## config.mk

```make
export PLATFORM = sky130hd
export DESIGN_NAME = dram_ctl
export DESIGN_NICKNAME = d
export VERILOG_FILES = /design/src/rtl/dram_ctl_pkg.sv /design/src/rtl/dram_ctl.sv /design/src/rtl/refresh_timer.sv
export VERILOG_INCLUDE_DIRS = /design/src /design/src/rtl
export SDC_FILE = /design/constraint.sdc
export NUM_CORES = 1
export LEC_CHECK = 0
export ABC_AREA = 1
export BUFFER_PORTS_ARGS = -buffer_cell sky130_fd_sc_hd__buf_2
export CORE_MARGIN = 2
export CORE_UTILIZATION = 50
export CTS_CLUSTER_SIZE = 14
export DETAILED_ROUTE_END_ITERATION = 10
export PLACE_DENSITY = 0.69
export SLEW_MARGIN = 20
export SYNTH_ARGS = -nofsm -noshare
export SYNTH_HDL_FRONTEND = slang
export SYNTH_HIERARCHICAL = 1
export SYNTH_SLANG_ARGS = --single-unit
```

## constraint.sdc

```tcl
create_clock -name clk_sys -period 2.4 [get_ports clk_sys]
set_input_delay 0.12 -clock clk_sys [delete_from_list [all_inputs] [get_ports clk_sys]]
set_output_delay 0.12 -clock clk_sys [all_outputs]
set_load 0.02 [all_outputs]
```

## src/rtl/dram_ctl_params.svh

```systemverilog
// Purpose: timing and geometry constants for the 1K x 1 dynamic RAM controller
// Assumes: 200 MHz system clock, 5 ns period
// Notes:   counts derived from times; minimums round up, maximums round down
`ifndef DRAM_CTL_PARAMS_SVH
`define DRAM_CTL_PARAMS_SVH

`define CLK_PERIOD_PS        5000
`define ADDR_WIDTH           10
`define ROW_BITS             5
`define ROW_COUNT            32
// Times in ns
`define STROBE_OFF_NS        230
`define STROBE_ON_MIN_NS     210
`define STROBE_ON_MAX_NS     500
`define READ_CYCLE_NS        480
`define WRITE_CYCLE_NS       580
`define STROBE_TO_WRITE_NS   210
`define WRITE_PULSE_NS       50
`define STROBE_OUT_DELAY_NS  185
// Refresh interval in us
`define REFRESH_INTERVAL_US  2000
// Cycle counts
`define STROBE_OFF_CYC       ((`STROBE_OFF_NS * 1000 + `CLK_PERIOD_PS - 1) / `CLK_PERIOD_PS)
`define STROBE_ON_CYC        ((`STROBE_ON_MIN_NS * 1000 + `CLK_PERIOD_PS - 1) / `CLK_PERIOD_PS)
`define STROBE_ON_MAX_CYC    ((`STROBE_ON_MAX_NS * 1000) / `CLK_PERIOD_PS)
`define READ_CYCLE_CYC       ((`READ_CYCLE_NS * 1000 + `CLK_PERIOD_PS - 1) / `CLK_PERIOD_PS)
`define WRITE_CYCLE_CYC      ((`WRITE_CYCLE_NS * 1000 + `CLK_PERIOD_PS - 1) / `CLK_PERIOD_PS)
`define WRITE_DELAY_CYC      ((`STROBE_TO_WRITE_NS * 1000 + `CLK_PERIOD_PS - 1) / `CLK_PERIOD_PS)
`define WRITE_PULSE_CYC      ((`WRITE_PULSE_NS * 1000 + `CLK_PERIOD_PS - 1) / `CLK_PERIOD_PS)
`define SAMPLE_CYC           ((`STROBE_OUT_DELAY_NS * 1000 + `CLK_PERIOD_PS - 1) / `CLK_PERIOD_PS)
// Sweep must finish inside the interval: one row slot = interval / rows, rounded down
`define REFRESH_SLOT_CYC     ((`REFRESH_INTERVAL_US * 1000000 / `CLK_PERIOD_PS) / `ROW_COUNT)

`endif

```

## src/rtl/dram_ctl_pkg.sv

```systemverilog
// Purpose: types for the 1K x 1 dynamic RAM controller
// Assumes: nothing
// Notes:   constants live in dram_ctl_params.svh
package dram_ctl_pkg;
   typedef enum logic [1:0] {
      OP_READ,
      OP_WRITE,
      OP_MODIFY
   } op_type;

   typedef enum logic [2:0] {
      ST_IDLE,
      ST_ON,
      ST_WAIT_WR,
      ST_WR_PULSE,
      ST_HOLD,
      ST_OFF
   } state_type;
endpackage : dram_ctl_pkg

```

## src/rtl/dram_ctl.sv

```systemverilog
// Purpose: host controller driving a 1K x 1 dynamic RAM over its pins
// Assumes: one strobe pin times every cycle; pins are synchronous to clk_sys
// Notes:   user requests take one cycle at a time; refresh has priority
// Summary of operation
// - Every cycle is timed only by the single enable strobe.
// - Refresh is 32 reads stepping the five lowest address bits.
// - Whole refresh sweep finishes within two milliseconds.
// - Strobe held inactive puts the device in low-power standby.
// - Strobe stays inactive at least 230 ns between cycles.
// - Read strobe stays active from 210 ns up to 500 ns.
// - Write pulse starts 210 ns to 500 ns after strobe goes active.
// - Write pulse stays active at least 50 ns.
`timescale 1ns/1ps
`include "dram_ctl_params.svh"
module dram_ctl
   import dram_ctl_pkg::*;
#(
   parameter int SLOT_CYC = `REFRESH_SLOT_CYC
) (
   input  wire logic                    clk_sys,
   input  wire logic                    srst,
   input  wire logic                    req_valid,
   input  wire op_type                  req_op,
   input  wire logic [`ADDR_WIDTH-1:0]  req_addr,
   input  wire logic                    req_wdata,
   output logic                         req_ready,
   output logic                         rsp_valid,
   output logic                         rsp_rdata,
   output logic                         strobe_en,
   output logic                         write_en,
   output logic [`ADDR_WIDTH-1:0]       word_address_lines,
   output logic                         data_in,
   input  wire logic                    data_out_n
);
   state_type                 st_q;
   logic [7:0]                tmr_q;      // Time within current cycle
   logic [7:0]                off_q;      // Time strobe has been off
   logic [7:0]                min_cyc_q;  // Cycle length of last cycle
   logic [7:0]                since_q;    // Time since last cycle start
   logic                      is_wr_q;
   logic                      is_rd_q;
   logic                      is_ref_q;
   logic                      ref_req;
   logic [`ROW_BITS-1:0]      ref_row;
   logic [7:0]                on_len_q;   // Strobe active cycles, for checks
   logic [7:0]                wp_len_q;   // Write pulse cycles, for checks

   // Start decision: refresh first, then user; gaps respected
   wire       usr_wr    = (req_op != OP_READ);
   wire       usr_rd    = (req_op != OP_WRITE);
   wire       gap_ok    = (off_q >= 8'(`STROBE_OFF_CYC)) && (since_q >= min_cyc_q);
   wire       wr_gap_ok = (since_q >= 8'(`WRITE_CYCLE_CYC));
   wire       can_start = (st_q == ST_IDLE) && gap_ok;
   wire       start_ref = can_start && ref_req;
   wire       start_usr = can_start && !ref_req && req_valid && (!usr_wr || wr_gap_ok);
   wire       ack_ref   = start_ref;
   wire       on_done   = (tmr_q == 8'(`STROBE_ON_CYC - 1));
   wire       wr_go     = (tmr_q == 8'(`WRITE_DELAY_CYC - 1));
   wire       wp_done   = (tmr_q == 8'(`WRITE_DELAY_CYC + `WRITE_PULSE_CYC - 1));
   wire       sample    = (tmr_q == 8'(`SAMPLE_CYC));
   wire [`ADDR_WIDTH-1:0] ref_addr = {{(`ADDR_WIDTH-`ROW_BITS){1'b0}}, ref_row};

   // Refresh pacing
   refresh_timer #(.SLOT_CYC(SLOT_CYC)) u_refresh (
      .clk_sys (clk_sys),
      .srst    (srst),
      .ack     (ack_ref),
      .req     (ref_req),
      .row     (ref_row)
   );

   // Cycle sequencer; strobe is the only timing pin
   always_ff @(posedge clk_sys) begin
      if (srst) begin
         st_q <= ST_IDLE;
         tmr_q <= 8'h00;
      end else begin
         tmr_q <= (st_q == ST_IDLE) ? 8'h00 : tmr_q + 8'h01;
         unique case (st_q)
            ST_IDLE:     if (start_ref || start_usr) st_q <= ST_ON;
            ST_ON:       if (is_wr_q && wr_go) st_q <= ST_WR_PULSE;
                         else if (!is_wr_q && on_done) st_q <= ST_OFF;
            ST_WAIT_WR:  st_q <= ST_WR_PULSE;
            ST_WR_PULSE: if (wp_done) st_q <= ST_HOLD;
            ST_HOLD:     st_q <= ST_OFF;
            ST_OFF:      st_q <= ST_IDLE;
         endcase
      end
   end

   // Spacing counters for off time and cycle-to-cycle spacing
   always_ff @(posedge clk_sys) begin
      if (srst) begin
         off_q <= 8'hFF;
         since_q <= 8'hFF;
         min_cyc_q <= 8'h00;
      end else begin
         if (strobe_en) off_q <= 8'h00;
         else if (off_q != 8'hFF) off_q <= off_q + 8'h01;
         if (start_ref || start_usr) begin
            since_q <= 8'h01;
            min_cyc_q <= (start_usr && usr_wr) ? 8'(`WRITE_CYCLE_CYC)
                                               : 8'(`READ_CYCLE_CYC);
         end else if (since_q != 8'hFF) since_q <= since_q + 8'h01;
      end
   end

   // Pin drivers; strobe low outside cycles means standby
   always_ff @(posedge clk_sys) begin
      if (srst) begin
         strobe_en <= 1'b0;
         write_en <= 1'b0;
         word_address_lines <= '0;
         data_in <= 1'b0;
         is_wr_q <= 1'b0;
         is_rd_q <= 1'b0;
         is_ref_q <= 1'b0;
      end else begin
         if (start_ref) begin
            strobe_en <= 1'b1;
            word_address_lines <= ref_addr;
            is_wr_q <= 1'b0;
            is_rd_q <= 1'b0;
            is_ref_q <= 1'b1;
         end else if (start_usr) begin
            strobe_en <= 1'b1;
            word_address_lines <= req_addr;
            data_in <= req_wdata;
            is_wr_q <= usr_wr;
            is_rd_q <= usr_rd;
            is_ref_q <= 1'b0;
         end else if (st_q == ST_HOLD || (st_q == ST_ON && !is_wr_q && on_done)) begin
            strobe_en <= 1'b0;
         end
         if (st_q == ST_ON && is_wr_q && wr_go) write_en <= 1'b1;
         else if (st_q == ST_WR_PULSE && wp_done) write_en <= 1'b0;
      end
   end

   // Read sampling and user handshake; output is complemented
   always_ff @(posedge clk_sys) begin
      if (srst) begin
         rsp_valid <= 1'b0;
         rsp_rdata <= 1'b0;
         req_ready <= 1'b0;
      end else begin
         rsp_valid <= (st_q == ST_ON || st_q == ST_WR_PULSE) && sample && is_rd_q;
         if ((st_q == ST_ON || st_q == ST_WR_PULSE) && sample && is_rd_q)
            rsp_rdata <= ~data_out_n;
         req_ready <= 1'b0;
         if (start_usr) req_ready <= 1'b1;
      end
   end

   // Check helpers: length of strobe and write pulse, saturating
   always_ff @(posedge clk_sys) begin
      if (srst) begin
         on_len_q <= 8'h00;
         wp_len_q <= 8'h00;
      end else begin
         on_len_q <= !strobe_en ? 8'h00 : (on_len_q == 8'hFF) ? on_len_q : on_len_q + 8'h01;
         wp_len_q <= !write_en ? 8'h00 : (wp_len_q == 8'hFF) ? wp_len_q : wp_len_q + 8'h01;
      end
   end

   // Strobe width within bounds for reads
   read_strobe_a: assert property (@(posedge clk_sys) disable iff (srst)
      $fell(strobe_en) && !is_wr_q |->
         (on_len_q >= 8'(`STROBE_ON_CYC)) && (on_len_q <= 8'(`STROBE_ON_MAX_CYC)))
      else $error("read strobe width out of range");

   // Write pulse placement after strobe
   write_delay_a: assert property (@(posedge clk_sys) disable iff (srst)
      $rose(write_en) |-> strobe_en && (on_len_q >= 8'(`WRITE_DELAY_CYC))
                          && (on_len_q <= 8'(`STROBE_ON_MAX_CYC)))
      else $error("write pulse placed out of range");

   // Write pulse width
   write_width_a: assert property (@(posedge clk_sys) disable iff (srst)
      $fell(write_en) |-> wp_len_q >= 8'(`WRITE_PULSE_CYC))
      else $error("write pulse too short");

   // Strobe off time between cycles
   strobe_off_a: assert property (@(posedge clk_sys) disable iff (srst)
      $rose(strobe_en) |-> off_q >= 8'(`STROBE_OFF_CYC))
      else $error("strobe off too short");

   // Cycle spacing held
   cycle_space_a: assert property (@(posedge clk_sys) disable iff (srst)
      $rose(strobe_en) |-> $past(since_q) >= 8'(`READ_CYCLE_CYC))
      else $error("cycles too close");

   // Spacing after a write or modify cycle held
   write_space_a: assert property (@(posedge clk_sys) disable iff (srst)
      $rose(strobe_en) |-> $past(since_q) >= $past(min_cyc_q))
      else $error("write cycle spacing broken");

   // Write or modify cycle starts far enough after the previous start
   write_start_a: assert property (@(posedge clk_sys) disable iff (srst)
      $rose(strobe_en) && is_wr_q |-> $past(since_q) >= 8'(`WRITE_CYCLE_CYC))
      else $error("write cycle started too soon");

   // Refresh address within row field
   refresh_addr_a: assert property (@(posedge clk_sys) disable iff (srst)
      $rose(strobe_en) && is_ref_q |-> word_address_lines[9:5] == 5'h00)
      else $error("refresh address out of rows");

   // Read data captured at the access time
   read_sample_a: assert property (@(posedge clk_sys) disable iff (srst)
      rsp_valid |-> strobe_en && ($past(on_len_q) >= 8'(`SAMPLE_CYC)))
      else $error("read sampled too early");

   // User ready only with the strobe of its own cycle
   ready_start_a: assert property (@(posedge clk_sys) disable iff (srst)
      req_ready |-> $rose(strobe_en) && !is_ref_q)
      else $error("ready without a user cycle");

   // No write pulse while in standby
   write_stby_a: assert property (@(posedge clk_sys) disable iff (srst)
      !strobe_en |-> !write_en)
      else $error("write pulse outside strobe");
endmodule : dram_ctl

```

## src/rtl/refresh_timer.sv

```systemverilog
// Purpose: paces refresh reads so all 32 rows are visited within the interval
// Assumes: one refresh read per slot; controller acknowledges each read
// Notes:   request stays up until acknowledged; row steps on acknowledge
`timescale 1ns/1ps
`include "dram_ctl_params.svh"
module refresh_timer #(
   parameter int SLOT_CYC = `REFRESH_SLOT_CYC
) (
   input  wire logic                  clk_sys,
   input  wire logic                  srst,
   input  wire logic                  ack,
   output logic                       req,
   output logic [`ROW_BITS-1:0]       row
);
   logic [23:0] cnt_q;
   wire         slot_done = (cnt_q == 24'(SLOT_CYC - 1));   // One row per slot

   // Slot counter and pending request; set wins over acknowledge
   always_ff @(posedge clk_sys) begin
      if (srst) begin
         cnt_q <= 24'h000000;
         req   <= 1'b0;
         row   <= '0;
      end else begin
         cnt_q <= slot_done ? 24'h000000 : cnt_q + 24'h000001;
         if (slot_done)
            req <= 1'b1;
         else if (ack)
            req <= 1'b0;
         if (ack)
            row <= row + 5'h01;   // Step through low address bits
      end
   end
endmodule : refresh_timer

```

==> results.sh <==
export IMPL_drt_wirelength_per_cell_um=12.22
export IMPL_ctsHtreeMaxLevel=3
export IMPL_total_iterations_of_the_first_detailed_routing_run=4
export IMPL_floorplan_die_area_mm2=0.008700
export IMPL_max_cap_viol_count=0
export IMPL_drt_initial_drc_count=175
export IMPL_critical_path_data_arrival_time_ns=2.19
export IMPL_total_clock_buffers_created_by_cts=9
export IMPL_startpoint_type="flop"
export IMPL_timing_final_hold_violations=0
export IMPL_clock_root_buffer="sky130_fd_sc_hd__clkbuf_8"
export IMPL_grt_max_degree=21
export IMPL_clkSinkCount=77
export IMPL_num_io_pins=33
export IMPL_maxClockFrequency_ghz=0.5165
export IMPL_nNetsFinal=645
export IMPL_worstReg2RegEnd="u_refresh/row[3]$_SDFFE_PP0P_"
export IMPL_netlist_cell_type_count=36
export IMPL_timing_worst_slew_pin_value_ns=0.4326
export IMPL_tritoncts="done"
export IMPL_hold_path_endpoint="word_address_lines[6]$_SDFFE_PP0P_"
export IMPL_crit_type="reg -> reg"
export IMPL_grt_util_all_layers_pct=21.69
export IMPL_run_status="finished clean"
export IMPL_synth_area_per_cell_um2=6.919
export IMPL_postSynthRegisterBits=77
export IMPL_post_route_period_util_pct=80.68
export IMPL_final_setup_viol_count=0
export IMPL_worst_hold_path_type="in -> reg"
export IMPL_crit_reg2reg_launch="since_q[6]$_SDFFE_PP1P_"
export IMPL_post_synth_inst_count=576
export IMPL_maxSlewViolCount=0
export IMPL_die_width_um=93.28
export IMPL_replace_congestion=0.8660
export IMPL_initial_antenna_violation_count=1
export IMPL_overflow=0
export IMPL_rrSetupSlack_ns=0.46
export IMPL_path_cells="ha_1, nand2_1, nor2_1, nand2_1, nand3_2, nand3_4, inv_2, nand2_1, nor2_1, xor2_1, nor2_1"
export IMPL_critical_path_slowest_cell="sky130_fd_sc_hd__dfxtp_1"
export IMPL_grt_setup_unrepaired="false"
export IMPL_die_height_um=93.28
export IMPL_cp_data_required_time_ns=2.65
export IMPL_detailed_route_drc_error_count=0
export IMPL_clock_skew_ns=0.01734
export IMPL_finalSetupTns_ns=0
export IMPL_leakagePower_nw=1.918
export IMPL_placement_rows=32
export IMPL_maxSlewHeadroom_pct=71.06
export IMPL_route_antenna_remaining_nets=0
export IMPL_wire_length_of_the_first_global_routing_pass_mm=15.19
export IMPL_syn_nets=606
export IMPL_number_of_global_route_vias_before_repair=3387
export IMPL_clkSlewWorstSetupHoldPaths_ns=0.09
export IMPL_critical_path_max_fanout=12
export IMPL_initial_utilization_pct=51.57
export IMPL_post_route_cells_drive_above_1_share_pct=13.39
export IMPL_portBuffers=32
export IMPL_worst_setup_path_end_kind="flop"
export IMPL_clkLatencyLatePin_ns=0.36
export IMPL_yosys_warnings=6
export IMPL_min_delay_start="req_addr[6]"
export IMPL_seq_area_frac_synth_pct=38.68
export IMPL_ctsLongestPathBuffers=2
export IMPL_post_drt_via_cell_ratio=5.040
export IMPL_final_min_clock_period_ns=1.936
export IMPL_maximum_vdd_ir_drop_v=0.0003561
export IMPL_ff2ff_path_depth=11
export IMPL_pwr_density_cell_mw_per_mm2=900.9
export IMPL_core_mm2=0.007727
export IMPL_place_detailed_hpwl_mm=6.616
export IMPL_cts_repair_timing_setup_buffer_count=0
export IMPL_critical_path_max_stage_delay_ns=0.37
export IMPL_filler_cell_count_in_the_final_layout=751
export IMPL_finalPower_mw=4.007
export IMPL_areaGrowthSynthToFinish_pct=11.62
export IMPL_routed_wirelength_mm=8.832
export IMPL_hold_path_cell_count=3
export IMPL_mappedNetlistArea_mm2=0.003985
export IMPL_num_vias=3644
metal layers:
metal	global-route usage [%]	vias up	part of all wire (%)
met5	0	-	0
met2	36.21	61	46
li1	-	1920	-
met1	27.57	1648	47
met3	4.835	15	4.8
met4	7.598	0	1.5
cells by family after synthesis:
logic type,synth area share [%]
fa+ha+maj,4.082
buf+inv,8.163
simple gates,35.13
compound gates,11.08
flops,38.68
xor+xnor,2.857
flip-flops by register name (all words and copies together), names as in the netlist:
name                count
write_en                1
tmr_q                   8
data_in                 1
u_refresh/cnt_q        24
strobe_en               1
rsp_valid               1
rsp_rdata               1
min_cyc_q               2
u_refresh/row           5
word_address_lines     10
u_refresh/req           1
req_ready               1
is_wr_q                 1
is_rd_q                 1
since_q                 8
st_q                    3
off_q                   8
critical path: cells and delay by family, from the launching register on:
kind | cells | cell delay [ns]
buffers and inverters | 1 | 0.20
adder cells (fa/ha/maj) | 1 | 0.32
AND/OR/NAND/NOR | 8 | 0.77
XOR/XNOR | 1 | 0.17
flip-flops | 1 | 0.37
synth_stat cells (all sizes together):
cell,count,share of area [%]
o21ai,33,4.2
nor2,96,10
buf,3,0.85
a31oi,2,0.31
ha,13,4.1
o31ai,1,0.19
nand4,7,1.1
nand3,55,7.8
a21oi,37,5.0
and2,2,0.31
o211ai,4,0.75
nand3b,1,0.19
o21bai,1,0.19
xor2,9,2.0
or2,4,0.63
xnor2,4,0.88
nand2,144,14
dfxtp,77,39
clkinv,1,0.094
nor3,4,0.50
clkbuf,3,0.28
inv,73,6.9
a211oi,2,0.38
cell usage in the layout, fill, tap and decap left out, types with 2 or more instances in the layout:
cell                         instances
sky130_fd_sc_hd__a211oi_1            2
sky130_fd_sc_hd__clkinvlp_4          2
sky130_fd_sc_hd__nor3_1              4
sky130_fd_sc_hd__nor2_4              3
sky130_fd_sc_hd__a21oi_1            35
sky130_fd_sc_hd__a31oi_1             2
sky130_fd_sc_hd__or2_2               2
sky130_fd_sc_hd__o21ai_0            27
sky130_fd_sc_hd__nand3_2             5
sky130_fd_sc_hd__xor2_1              9
sky130_fd_sc_hd__clkbuf_8           10
sky130_fd_sc_hd__nand2_1           136
sky130_fd_sc_hd__nor2_2              8
sky130_fd_sc_hd__o21ai_1             5
sky130_fd_sc_hd__buf_2              32
sky130_fd_sc_hd__o211ai_1            4
sky130_fd_sc_hd__inv_1              68
sky130_fd_sc_hd__nand2_4             3
sky130_fd_sc_hd__ha_1               13
sky130_fd_sc_hd__nor2_1             85
sky130_fd_sc_hd__or2_0               2
sky130_fd_sc_hd__nand3_1            49
sky130_fd_sc_hd__nand4_1             7
sky130_fd_sc_hd__nand2_2             5
sky130_fd_sc_hd__dfxtp_1            77
sky130_fd_sc_hd__inv_2               4
sky130_fd_sc_hd__xnor2_1             4
sky130_fd_sc_hd__and2_1              2
worst max path at each step:
stage               cells past startpoint                 startpoint                            end
floorplan                              12  min_cyc_q[5]$_SDFFE_PP0N_  u_refresh/row[3]$_SDFFE_PP0P_
global placement                       12    since_q[2]$_SDFFE_PP1P_  u_refresh/row[3]$_SDFFE_PP0P_
detailed placement                     11    since_q[6]$_SDFFE_PP1P_  u_refresh/row[3]$_SDFFE_PP0P_
CTS                                    11    since_q[6]$_SDFFE_PP1P_  u_refresh/row[3]$_SDFFE_PP0P_
global route                           11    since_q[6]$_SDFFE_PP1P_  u_refresh/row[4]$_SDFFE_PP0P_
finish                                 11    since_q[6]$_SDFFE_PP1P_  u_refresh/row[3]$_SDFFE_PP0P_
repair_timing:
item,4_1_cts,5_1_grt
gates resized for setup,0,0
hold buffers,1,0
endpoints found under the hold margin,1,0
metrics by stage:
stage | setup slack (ns) | cells | area [um2] | utilization, % | hold slack, ns
2_1_floorplan | 0.6866 | 576 | 3985 | - | 0.1891
3_3_place_gp | 0.5624 | 705 | 4235 | 54.81 | 0.3053
3_5_place_dp | 0.4714 | 705 | 4235 | 54.81 | 0.3121
4_1_cts | 0.4584 | 722 | 4446 | 57.53 | 0.005195
5_1_grt | 0.2119 | 722 | 4446 | 57.53 | 0.03159
6_report | 0.4638 | 723 | 4448 | 57.56 | 0.01944
cell type report:
| cell class | instances | area (um2) | area share, % |
|---|---|---|---|
| clock inverter | 5 | 58.81 | 1.322 |
| inverter | 74 | 280.3 | 6.301 |
| tap | 102 | 127.6 | 2.869 |
| antenna | 1 | 2.502 | 0.05626 |
| sequential | 77 | 1541 | 34.66 |
| clock buffer | 11 | 141.4 | 3.179 |
| multi-input combinational | 419 | 2118 | 47.62 |
| timing repair buffer | 34 | 177.7 | 3.994 |
power breakdown:
part           total (mW)  internal, mW  switching (mW)
Clock                1.02         0.511           0.505
Sequential           1.72          1.50           0.213
Combinational        1.27         0.462           0.812
No activity file was read; power rests on OpenSTA's default activity.
